`src/hw/flash_id_defs.svh`:
```
// constants of the flash identification, lock readout and erase sequencer
// ==========================================================================
// Overview of operation
// - id mode returns maker/device code by address bit0
// - power loss leaves id mode, back to array read
// - bit0/bit1 show software locks of 64K/16K boot
// - bit2 shows boot-lock pin hardware lock
// - bit3 shows write-protect pin array lock
// - exit command returns reads to array data
// - single F0 write to any address exits
// - command address bits 14:0, data bits 7:0
// - sector/page erase done within 25 ms
// - chip erase done within 100 ms
// - reads after 100 us, writes after 5 ms
// - three-write and single-write exits both honoured
`ifndef FLASH_ID_DEFS_SVH
`define FLASH_ID_DEFS_SVH

// ==========================================================================
// register offsets (byte addresses)
`define CMD_ADDR_OFS 12'h000
`define CMD_DATA_OFS 12'h004
`define READ_ADDR_OFS 12'h008
`define READ_DATA_OFS 12'h00C
`define STATUS_OFS 12'h010
`define LOCK_OFS 12'h014

// ==========================================================================
// command codes and addresses
`define UNLOCK_ADDR1 15'h5555
`define UNLOCK_ADDR2 15'h2AAA
`define UNLOCK_DATA1 8'hAA
`define UNLOCK_DATA2 8'h55
`define CMD_ID_ENTRY 8'h90
`define CMD_ID_EXIT 8'hF0
`define CMD_ERASE_SETUP 8'h80
`define CMD_CHIP_ERASE 8'h10
`define CMD_SECTOR_ERASE 8'h30
`define CMD_PAGE_ERASE 8'h50
`define CMD_LOCK_64K 8'h40
`define CMD_LOCK_16K 8'h70

// ==========================================================================
// status field positions
`define ST_ID_MODE 0
`define ST_BUSY 1
`define ST_READ_OK 2
`define ST_WRITE_OK 3

// ==========================================================================
// timing (pclk 20 MHz)
`define CLK_HZ 20000000
`define T_PAGE_ERASE_MS 25
`define T_CHIP_ERASE_MS 100
`define T_PU_READ_US 100
`define T_PU_WRITE_MS 5
`define PAGE_ERASE_CYC (`T_PAGE_ERASE_MS * (`CLK_HZ / 1000))
`define CHIP_ERASE_CYC (`T_CHIP_ERASE_MS * (`CLK_HZ / 1000))
`define PU_READ_CYC (`T_PU_READ_US * (`CLK_HZ / 1000000))
`define PU_WRITE_CYC (`T_PU_WRITE_MS * (`CLK_HZ / 1000))

`endif

```
`src/hw/flash_id_pkg.sv`:
```
// types of the flash identification sequencer
package flash_id_pkg;
    typedef enum logic [2:0] {
        SEQ_IDLE,
        SEQ_UNLOCK1,
        SEQ_UNLOCK2,
        SEQ_ERASE_SETUP,
        SEQ_ERASE_UNLOCK1,
        SEQ_ERASE_UNLOCK2
    } seq_state_t;
endpackage
```
`src/hw/flash_id_lock_status_readout.sv`:
```
// flash identification, lock readout and erase timing sequencer, apb slave
//
// Chosen here: the APB register port and the register addresses.
`timescale 1ns/1ps
`include "flash_id_defs.svh"

module flash_id_lock_status_readout
    import flash_id_pkg::*;
#(
    parameter logic [7:0] MANUFACTURER_CODE = 8'h5A, // arbitrary value
    parameter logic [7:0] DEVICE_CODE = 8'hC3, // arbitrary value
    parameter int PAGE_ERASE_CYCLES = `PAGE_ERASE_CYC,
    parameter int CHIP_ERASE_CYCLES = `CHIP_ERASE_CYC,
    parameter int PU_READ_CYCLES = `PU_READ_CYC,
    parameter int PU_WRITE_CYCLES = `PU_WRITE_CYC
) (
    // clock and reset
    input wire logic pclk,
    input wire logic presetn,
    input wire logic clk_en,
    // apb slave
    input wire logic psel,
    input wire logic penable,
    input wire logic pwrite,
    input wire logic [11:0] paddr,
    input wire logic [31:0] pwdata,
    output logic [31:0] prdata,
    output logic pready,
    output logic pslverr,
    // lock pins, active low
    input wire logic top_block_lock_pin_n,
    input wire logic write_protect_pin_n,
    // array read port
    output logic [18:0] array_addr,
    input wire logic [7:0] array_data,
    // erase status
    output logic erase_busy
);

    // ==========================================================================
    // pin synchronisers, bit 0 boot-lock pin, bit 1 write-protect pin
    localparam int PIN_COUNT = 2;
    logic [PIN_COUNT-1:0] pin_raw_n;
    logic [PIN_COUNT-1:0] pin_lock;

    assign pin_raw_n = {write_protect_pin_n, top_block_lock_pin_n};

    for (genvar i = 0; i < PIN_COUNT; i++) begin : g_pin_sync
        logic [1:0] sync_reg, sync_next;

        always_comb begin
            sync_next = {sync_reg[0], pin_raw_n[i]};
        end

        // released level after reset: unlocked until the pin is seen
        always_ff @(posedge pclk or negedge presetn) begin
            if (!presetn) begin
                sync_reg <= 2'h3;
            end else if (clk_en) begin
                sync_reg <= sync_next;
            end
        end

        // only the second stage feeds logic
        assign pin_lock[i] = !sync_reg[1];
    end

    // ==========================================================================
    // apb decode
    logic wr_fire, rd_setup;
    logic [14:0] cmd_addr;
    logic [7:0] cmd_data;
    logic mapped;

    assign wr_fire = psel && penable && pwrite && clk_en;
    // read data captured in the setup cycle, so prdata leaves a flip-flop
    assign rd_setup = psel && !penable && !pwrite && clk_en;
    assign pready = 1'b1;
    assign mapped = (paddr == `CMD_ADDR_OFS) || (paddr == `CMD_DATA_OFS)
        || (paddr == `READ_ADDR_OFS) || (paddr == `READ_DATA_OFS)
        || (paddr == `STATUS_OFS) || (paddr == `LOCK_OFS);
    assign pslverr = psel && penable && !mapped;
    assign cmd_data = pwdata[7:0];

    // ==========================================================================
    // state registers
    seq_state_t seq_reg, seq_next;
    logic id_mode_reg, id_mode_next;
    logic lock64_reg, lock64_next;
    logic lock16_reg, lock16_next;
    logic [18:0] cmd_addr_reg, cmd_addr_next;
    logic [18:0] rd_addr_reg, rd_addr_next;
    logic [26:0] erase_cnt_reg, erase_cnt_next;
    logic [23:0] pu_cnt_reg, pu_cnt_next;
    logic [31:0] prdata_reg, prdata_next;
    logic read_ok, write_ok, cmd_write;
    logic erase_page_go, erase_chip_go;

    assign cmd_addr = cmd_addr_reg[14:0];
    assign read_ok = pu_cnt_reg >= 24'(PU_READ_CYCLES);
    assign write_ok = pu_cnt_reg >= 24'(PU_WRITE_CYCLES);
    assign cmd_write = wr_fire && (paddr == `CMD_DATA_OFS) && write_ok
        && (erase_cnt_reg == 27'h0);

    // ==========================================================================
    // command sequencer
    always_comb begin
        seq_next = seq_reg;
        id_mode_next = id_mode_reg;
        lock64_next = lock64_reg;
        lock16_next = lock16_reg;
        cmd_addr_next = cmd_addr_reg;
        erase_page_go = 1'b0;
        erase_chip_go = 1'b0;
        if (wr_fire && paddr == `CMD_ADDR_OFS) begin
            cmd_addr_next = pwdata[18:0];
        end
        if (cmd_write) begin
            seq_next = SEQ_IDLE;
            if (cmd_data == `CMD_ID_EXIT) begin
                id_mode_next = 1'b0;
            end
            case (seq_reg)
                SEQ_IDLE: begin
                    if (cmd_addr == `UNLOCK_ADDR1 && cmd_data == `UNLOCK_DATA1) begin
                        seq_next = SEQ_UNLOCK1;
                    end
                end
                SEQ_UNLOCK1: begin
                    if (cmd_addr == `UNLOCK_ADDR2 && cmd_data == `UNLOCK_DATA2) begin
                        seq_next = SEQ_UNLOCK2;
                    end
                end
                SEQ_UNLOCK2: begin
                    if (cmd_addr == `UNLOCK_ADDR1) begin
                        if (cmd_data == `CMD_ID_ENTRY) begin
                            id_mode_next = 1'b1;
                        end else if (cmd_data == `CMD_ERASE_SETUP) begin
                            seq_next = SEQ_ERASE_SETUP;
                        end
                    end
                end
                SEQ_ERASE_SETUP: begin
                    if (cmd_addr == `UNLOCK_ADDR1 && cmd_data == `UNLOCK_DATA1) begin
                        seq_next = SEQ_ERASE_UNLOCK1;
                    end
                end
                SEQ_ERASE_UNLOCK1: begin
                    if (cmd_addr == `UNLOCK_ADDR2 && cmd_data == `UNLOCK_DATA2) begin
                        seq_next = SEQ_ERASE_UNLOCK2;
                    end
                end
                SEQ_ERASE_UNLOCK2: begin
                    if (cmd_data == `CMD_SECTOR_ERASE || cmd_data == `CMD_PAGE_ERASE) begin
                        erase_page_go = 1'b1;
                    end else if (cmd_addr == `UNLOCK_ADDR1) begin
                        if (cmd_data == `CMD_CHIP_ERASE) begin
                            erase_chip_go = 1'b1;
                        end else if (cmd_data == `CMD_LOCK_64K) begin
                            lock64_next = 1'b1;
                        end else if (cmd_data == `CMD_LOCK_16K) begin
                            lock16_next = 1'b1;
                        end
                    end
                end
                default: begin
                    seq_next = SEQ_IDLE;
                end
            endcase
        end
    end

    always_ff @(posedge pclk or negedge presetn) begin
        if (!presetn) begin
            seq_reg <= SEQ_IDLE;
            id_mode_reg <= 1'b0;
            lock64_reg <= 1'b0;
            lock16_reg <= 1'b0;
            cmd_addr_reg <= 19'h0;
        end else if (clk_en) begin
            seq_reg <= seq_next;
            id_mode_reg <= id_mode_next;
            lock64_reg <= lock64_next;
            lock16_reg <= lock16_next;
            cmd_addr_reg <= cmd_addr_next;
        end
    end

    // ==========================================================================
    // erase timer, loads only when idle since command writes wait for it
    always_comb begin
        erase_cnt_next = erase_cnt_reg;
        if (erase_page_go) begin
            erase_cnt_next = 27'(PAGE_ERASE_CYCLES);
        end else if (erase_chip_go) begin
            erase_cnt_next = 27'(CHIP_ERASE_CYCLES);
        end else if (erase_cnt_reg != 27'h0) begin
            erase_cnt_next = erase_cnt_reg - 27'h1;
        end
    end

    always_ff @(posedge pclk or negedge presetn) begin
        if (!presetn) begin
            erase_cnt_reg <= 27'h0;
        end else if (clk_en) begin
            erase_cnt_reg <= erase_cnt_next;
        end
    end

    assign erase_busy = erase_cnt_reg != 27'h0;

    // ==========================================================================
    // power-up counter
    always_comb begin
        pu_cnt_next = pu_cnt_reg;
        // saturates once writes are allowed, reads open earlier
        if (!write_ok) begin
            pu_cnt_next = pu_cnt_reg + 24'h1;
        end
    end

    always_ff @(posedge pclk or negedge presetn) begin
        if (!presetn) begin
            pu_cnt_reg <= 24'h0;
        end else if (clk_en) begin
            pu_cnt_reg <= pu_cnt_next;
        end
    end

    // ==========================================================================
    // read address, drives the array port
    always_comb begin
        rd_addr_next = rd_addr_reg;
        if (wr_fire && paddr == `READ_ADDR_OFS) begin
            rd_addr_next = pwdata[18:0];
        end
    end

    always_ff @(posedge pclk or negedge presetn) begin
        if (!presetn) begin
            rd_addr_reg <= 19'h0;
        end else if (clk_en) begin
            rd_addr_reg <= rd_addr_next;
        end
    end

    assign array_addr = rd_addr_reg;

    // ==========================================================================
    // read path
    logic [7:0] id_byte;
    logic [7:0] lock_byte;
    logic [31:0] status_word;

    assign lock_byte = {4'h0, pin_lock[1], pin_lock[0], lock16_reg,
        lock64_reg};

    always_comb begin
        if (rd_addr_reg[18:1] == 18'h0) begin
            id_byte = rd_addr_reg[0] ? DEVICE_CODE : MANUFACTURER_CODE;
        end else begin
            id_byte = lock_byte;
        end
    end

    always_comb begin
        status_word = 32'h0;
        status_word[`ST_ID_MODE] = id_mode_reg;
        status_word[`ST_BUSY] = erase_busy;
        status_word[`ST_READ_OK] = read_ok;
        status_word[`ST_WRITE_OK] = write_ok;
    end

    // word taken in the setup cycle stands through the access phase
    always_comb begin
        prdata_next = prdata_reg;
        if (rd_setup) begin
            case (paddr)
                `CMD_ADDR_OFS: prdata_next = {13'h0, cmd_addr_reg};
                `READ_ADDR_OFS: prdata_next = {13'h0, rd_addr_reg};
                `READ_DATA_OFS: begin
                    if (!read_ok) begin
                        prdata_next = 32'h0;
                    end else if (id_mode_reg) begin
                        prdata_next = {24'h0, id_byte};
                    end else begin
                        prdata_next = {24'h0, array_data};
                    end
                end
                `STATUS_OFS: prdata_next = status_word;
                `LOCK_OFS: prdata_next = {24'h0, lock_byte};
                default: prdata_next = 32'h0;
            endcase
        end
    end

    always_ff @(posedge pclk or negedge presetn) begin
        if (!presetn) begin
            prdata_reg <= 32'h0;
        end else if (clk_en) begin
            prdata_reg <= prdata_next;
        end
    end

    assign prdata = prdata_reg;

endmodule

```
`config.mk`:
```
export PLATFORM = sky130hd
export DESIGN_NAME = flash_id_lock_status_readout
export DESIGN_NICKNAME = d
export VERILOG_FILES = /design/src/hw/flash_id_pkg.sv /design/src/hw/flash_id_lock_status_readout.sv
export VERILOG_INCLUDE_DIRS = /design/src /design/src/hw
export SDC_FILE = /design/constraint.sdc
export NUM_CORES = 1
export LEC_CHECK = 0
export BUFFER_PORTS_ARGS = -buffer_cell sky130_fd_sc_hd__clkbuf_2
export CAP_MARGIN = 20
export CORE_MARGIN = 2
export CORE_UTILIZATION = 60
export CTS_BUF_LIST = sky130_fd_sc_hd__clkbuf_4 sky130_fd_sc_hd__clkbuf_8 sky130_fd_sc_hd__clkbuf_16
export CTS_CLUSTER_DIAMETER = 60
export DETAILED_ROUTE_END_ITERATION = 12
export HOLD_SLACK_MARGIN = 0.03
export PLACE_DENSITY_LB_ADDON = 0.12
export SLEW_MARGIN = 25
export SYNTH_ARGS = -nofsm -noshare
export SYNTH_HDL_FRONTEND = slang
export SYNTH_SLANG_ARGS = --single-unit
```
`constraint.sdc`:
```
create_clock -name pclk -period 8.4 [get_ports pclk]
set_input_delay 0 -clock pclk [delete_from_list [all_inputs] [get_ports pclk]]
set_output_delay 0 -clock pclk [all_outputs]
set_load 0.03 [all_outputs]
```
==> impl_metrics.yaml, run 1 <==
status:
  status: "completed"
setup_path:
  cp.arrival_ns: 3.74
  critical_path_class: "register to register"
  crit_required_ns: 8.81
  setup.worst_path.start_class: "register"
  critPathMaxFanout: 22
  endpoint_kind: "register"
sta:
  fmax_mhz: 300
  setup_tns_ns: 0
  tightestPinTransition_ns: 0.951
  fin_crit_ns: 3.33
  setup_violations: 0
  finalHoldViolCount: 0
  relSlewSlack_pct: 36.5
  hold_ws_ns: 0.0515
  slew_violations: 0
  rsz0062_at_grt: "false"
  finalClockSkew_ns: 0.0109
  fin_crit_sh_pct: 39.6
clock_tree:
  cts_sinks: 118
  cts_tree: "built"
  clk_pin_slew_ns: 0.06
  cts_resized: 0
  cts_root_buffer: "clkbuf_8"
  post-cts-setup-buffers: 0
  clk_path_buf_depth: 2
  htreeDepth: 4
  insertion_delay_ns: 0.52
  cts_inserted_buffers: 17
global_routing:
  grt_overflow_total: 0
  grt_first_pass_wirelength_um: 25200
  antenna_found_initial: 0
  grt_pass1_vias: 5078
  globalRouteTotalUtil_pct: 28.8
  grt_max_degree: 69
run:
  maxCapViolations: 0
finish:
  area_growth_pct: 22.0
  stdcell_count: 850
  layout-drive-gt1-share_pct: 26.3
  diodes: 0
  nets: 765
  layout_common_cells: "dfrtp_1 (114), clkbuf_2 (85), nand2_1 (50), mux2_2 (46), nor2_1 (43)"
  fin_util_pct: 74.3
  layout_commonest_cell: "dfrtp_1"
  largest_register_ffs: 27
placement:
  place_hpwl_um: 10400
  port_buffers: 86
  gp_congestion: 0.870
  dp.cells: 787
yosys:
  netlist_area_um2: 6180
  syn_avg_cell_area_um2: 10.4
  synth_cell_type_count: 70
  ys.flop_type: "dfrtp_1"
  ys_ff_latch: 118
  synthArstFlopShare_pct: 100
  synth-seq-area-share_pct: 47.9
  ys_warn_count: 0
  synth_edf_count: 0
  synthCells: 594
worst_hold_path:
  hold_path_class: "primary input to async pin"
floorplanning:
  fp.dieW_um: 105
  start_util_pct: 60.9
  num_rows: 37
  io_pins: 114
  die_h_um: 105
  die-area_um2: 11100
  core_area_um2: 10100
pwr:
  p_leak_uw: 0.00358
  vdd_drop_max_uv: 159
  p_total_uw: 1610
  pwr_density_cell_nw_per_um2: 214
route:
  via_per_inst: 5.95
  wl_per_cell_um: 17.9
  drt_iter0_markers: 354
  drc_errors: 0
  drtAntennaViolNets: 0
  postRouteWirelength_um: 15200
  first_pass_iters: 5
  vias: 5061
through the flow:
step,cell area [um^2],setup slack [ns]
final,7530,5.07
after floorplan,6220,5.74
after CTS,7530,5.09
after global routing,7530,4.86
after global placement,6610,5.15
after detailed placement,6610,5.11
synth_stat cells (11+ instances only):
cell | count | area, um^2
mux2i_1 | 22 | 220
or4_1 | 11 | 82.6
nand3_1 | 12 | 60.1
nor2_1 | 43 | 161
o21ai_0 | 23 | 115
dfrtp_1 | 114 | 2850
clkbuf_1 | 22 | 82.6
mux2_2 | 46 | 518
o31ai_1 | 11 | 82.6
a21oi_1 | 22 | 110
nor3_1 | 14 | 70.1
buf_4 | 16 | 120
nor4_1 | 20 | 125
inv_1 | 15 | 56.3
nand2_1 | 50 | 188
nand4_1 | 12 | 75.1
worst paths after layout:
kind | startpoint | slack, ns | depth (start not counted) | end
max in group asynchronous | presetn | 7.08 | 3 | erase_cnt_reg[10]
worst min-delay path | presetn | 0.05 | 2 | pu_cnt_reg[14]
worst max register to register | erase_cnt_reg[0] | 5.07 | 9 | erase_cnt_reg[6]
worst max-delay path | erase_cnt_reg[0] | 5.07 | 9 | erase_cnt_reg[6]
worst min register to register | pu_cnt_reg[17] | 0.37 | 0 | pu_cnt_reg[17]
min in group pclk | array_data[0] | 0.05 | 5 | prdata[0]
layer usage:
layer  track usage [%]  vias to the layer above  wire, um
met4              11.0                        0       326
met3              7.98                       31      1090
li1                  -                     2385         -
met2              46.7                      203      7350
met1              36.8                     2442      6450
met5                 0                        -         0
what timing repair did:
item,in CTS,in global routing
hold buffers,32,0
hold endpoints to repair,105,0
endpoints found under the setup margin,0,0
worst max-delay path, stage by stage, from the launching register on:
cell and delay, ns:
dfrtp_1 0.40, inv_1 0.10, ha_1 0.19, or3b_2 0.54
nor2_1 0.24, and4_1 0.41, inv_6 0.12, a2bb2oi_2 0.77
nor4_1 0.13, mux2_2 0.31
logic make-up after synthesis:
| group | after synthesis | share of synthesized area, % |
|---|---|---|
| multiplexers | 68 | 12.0 |
| AND/OR/NAND/NOR | 219 | 20.4 |
| other | 2 | 0.122 |
| adder cells (fa/ha/maj) | 3 | 0.608 |
| flip-flops | 118 | 47.9 |
| buffers and inverters | 58 | 4.70 |
| XOR/XNOR | 16 | 2.27 |
| AO/OA/AOI/OAI | 110 | 12.1 |
cell type report:
class	instances	area, um^2
Sequential cell	118	2960
Inverter	16	65.1
Clock buffer	22	477
Fill cell	691	2610
Clock inverter	9	124
Tap cell	136	170
Timing Repair Buffer	119	761
Multi-Input combinational cell	430	2980
where the power goes:
part / internal, uW / total, uW / switching, uW
sequential: 624 / 684 / 59.5
combinational: 85.2 / 203 / 118
clock: 482 / 728 / 245
Power figures use the tool's default switching activity.
==> run 2: changes to the inputs <==
ABC_AREA = 1   (was not set)
CORE_UTILIZATION = 51   (was 60)
clock period = 2.9 ns   (was 8.4 ns; I/O delays follow)
==> impl_metrics.yaml, run 2 <==
sta:
  tightestPinTransition_ns: 0.776
  fmax_mhz: 377
  rsz0062_at_grt: "false"
  setup_violations: 0
  relSlewSlack_pct: 48.1
  finalClockSkew_ns: 0.00658
  finalHoldViolCount: 0
  hold_ws_ns: 0.0445
  fin_crit_sh_pct: 91.5
  fin_crit_ns: 2.65
  setup_tns_ns: 0
  slew_violations: 0
placement:
  port_buffers: 86
  gp_congestion: 0.865
  dp.cells: 1108
  place_hpwl_um: 11500
route:
  first_pass_iters: 4
  via_per_inst: 5.10
  drt_iter0_markers: 470
  drc_errors: 0
  drtAntennaViolNets: 0
  postRouteWirelength_um: 16400
  wl_per_cell_um: 14.0
  vias: 5970
floorplanning:
  num_rows: 41
  core_area_um2: 12600
  fp.dieW_um: 118
  die-area_um2: 13900
  io_pins: 114
  die_h_um: 118
  start_util_pct: 52.4
setup_path:
  cp.arrival_ns: 2.95
  critical_path_class: "register to register"
  path_delay_family: "simple AND/OR/NAND/NOR gates"
  endpoint_kind: "register"
  crit_start: "erase_cnt_reg[0]"
  slowest_stage: "dlygate4sd3_1"
  cp_common_cell: "nand2_1"
  crit_path_max_incr_delay_ns: 0.55
  r2r_start: "erase_cnt_reg[0]"
  critPathMaxFanout: 8
  crit_required_ns: 3.20
  path_buf_inv: 3
  worstPathCellList: "inv_1 > ha_1 > nand2_1 > nor2_4 > buf_4 > nand4_1 > nor2_1 > nand2_1 > o21ai_0 > o31ai_1 > dlygate4sd3_1"
  setup.worst_path.start_class: "register"
global_routing:
  met2_usage_pct: 40.2
  grt_overflow_total: 0
  antenna_found_initial: 0
  use_met3_pct: 6.54
  grt_use_met1_pct: 32.6
  grt_busiest_layer: "met2"
  globalRouteTotalUtil_pct: 24.8
  grt_pass1_vias: 5723
  grt_max_degree: 58
  grt_first_pass_wirelength_um: 27700
pwr:
  p_total_uw: 5290
  p_leak_uw: 0.00424
  vdd_drop_max_uv: 524
  pwr_density_cell_nw_per_um2: 658
finish:
  nets: 1049
  layout-drive-gt1-share_pct: 15.3
  layout_commonest_cell: "nand2_1"
  layout_common_cells: "nand2_1 (244), dfrtp_1 (114), inv_1 (104), clkbuf_2 (85), nor2_1 (83)"
  stdcell_count: 1171
  area_growth_pct: 21.5
  largest_register_ffs: 27
  fin_util_pct: 63.7
  diodes: 0
yosys:
  synth_cell_type_count: 40
  synthTopCellsByArea: "dfrtp_1 (43%), nand2_1 (14%), inv_1 (5.9%), nor2_1 (4.7%), o21ai_0 (4.6%)"
  synthTopCellsByCount: "nand2_1 (244), dfrtp_1 (114), inv_1 (104)"
  synth_most_common_cell: "nand2_1"
  ys.flop_type: "dfrtp_1"
  synthArstFlopShare_pct: 100
  synth-seq-area-share_pct: 44.7
  synth_top_area_share_pct: 43.1
  syn_avg_cell_area_um2: 7.56
  ys_ff_latch: 118
  synth_top_cell_by_area: "dfrtp_1"
  ys_warn_count: 0
  synthCells: 874
  netlist_area_um2: 6610
  synth_edf_count: 0
worst_hold_path:
  min_from: "array_data[6]"
  hold_path_class: "primary input to register"
clock_tree:
  cts_sinks: 118
  clk_pin_slew_ns: 0.06
  cts_root_buffer: "clkbuf_16"
  insertion_delay_ns: 0.42
  cts_inserted_buffers: 17
  clk_path_buf_depth: 2
  htreeDepth: 4
  cts_tree: "built"
run:
  maxCapViolations: 0
status:
  status: "completed"
run 2: timing repair:
action / in CTS / in global routing
gates resized for setup: 0 / 0
hold buffers: 31 / 0
buffers inserted: 0 / 0
endpoints found under the hold margin: 99 / 0
run 2: cell families after synthesis:
| logic type | synth area share (%) |
|---|---|
| simple gates | 31.5 |
| buf+inv | 9.77 |
| flops | 44.7 |
| compound gates | 8.59 |
| xor+xnor | 4.77 |
| fa+ha+maj | 0.568 |
| other cells | 0.114 |
run 2: where the power goes:
part           switching [uW]  internal, uW  leakage [uW]
sequential                213          1840       0.00157
clock                     790          1310      0.000285
combinational             692           445       0.00238
total                    1690          3590       0.00424
run 2: routing by layer:
| layer | share of wire (%) | vias to the layer above |
|---|---|---|
| li1 | - | 3017 |
| met1 | 46 | 2764 |
| met2 | 47 | 163 |
| met3 | 5.6 | 26 |
| met4 | 1.9 | 0 |
| met5 | 0 | - |
run 2: cell type report:
class | instances | area, um^2
clock buffer | 19 | 447
clock inverter | 13 | 145
fill | 1118 | 4590
inverter | 106 | 398
multi-input combinational | 616 | 3050
sequential | 118 | 2960
tap | 172 | 215
timing repair buffer | 127 | 818
run 2: stage by stage:
| stage | setup slack [ns] | instance area [um^2] |
|---|---|---|
| after floorplan | 0.885 | 6660 |
| after global placement | 0.653 | 7130 |
| after detailed placement | 0.655 | 7130 |
| after CTS | 0.264 | 8030 |
| after global routing | 0.0517 | 8030 |
| final | 0.246 | 8030 |
run 2: worst paths after layout:
path | slack (ns) | endpoint | cells after the start
worst max-delay path | 0.25 | id_mode_reg | 11
worst min-delay path | 0.04 | prdata[6] | 5
worst max register to register | 0.25 | id_mode_reg | 11
worst min register to register | 0.37 | pu_cnt_reg[17] | 0
max in group asynchronous | 1.82 | erase_cnt_reg[12] | 3
min in group asynchronous | 0.19 | array_addr[12] | 2
run 2: tightest hold or removal path: stages:
cell and delay, ns:
clkbuf_2 0.09, o21ai_0 0.07, nor2_1 0.13, o21ai_0 0.09, nand2_1 0.06
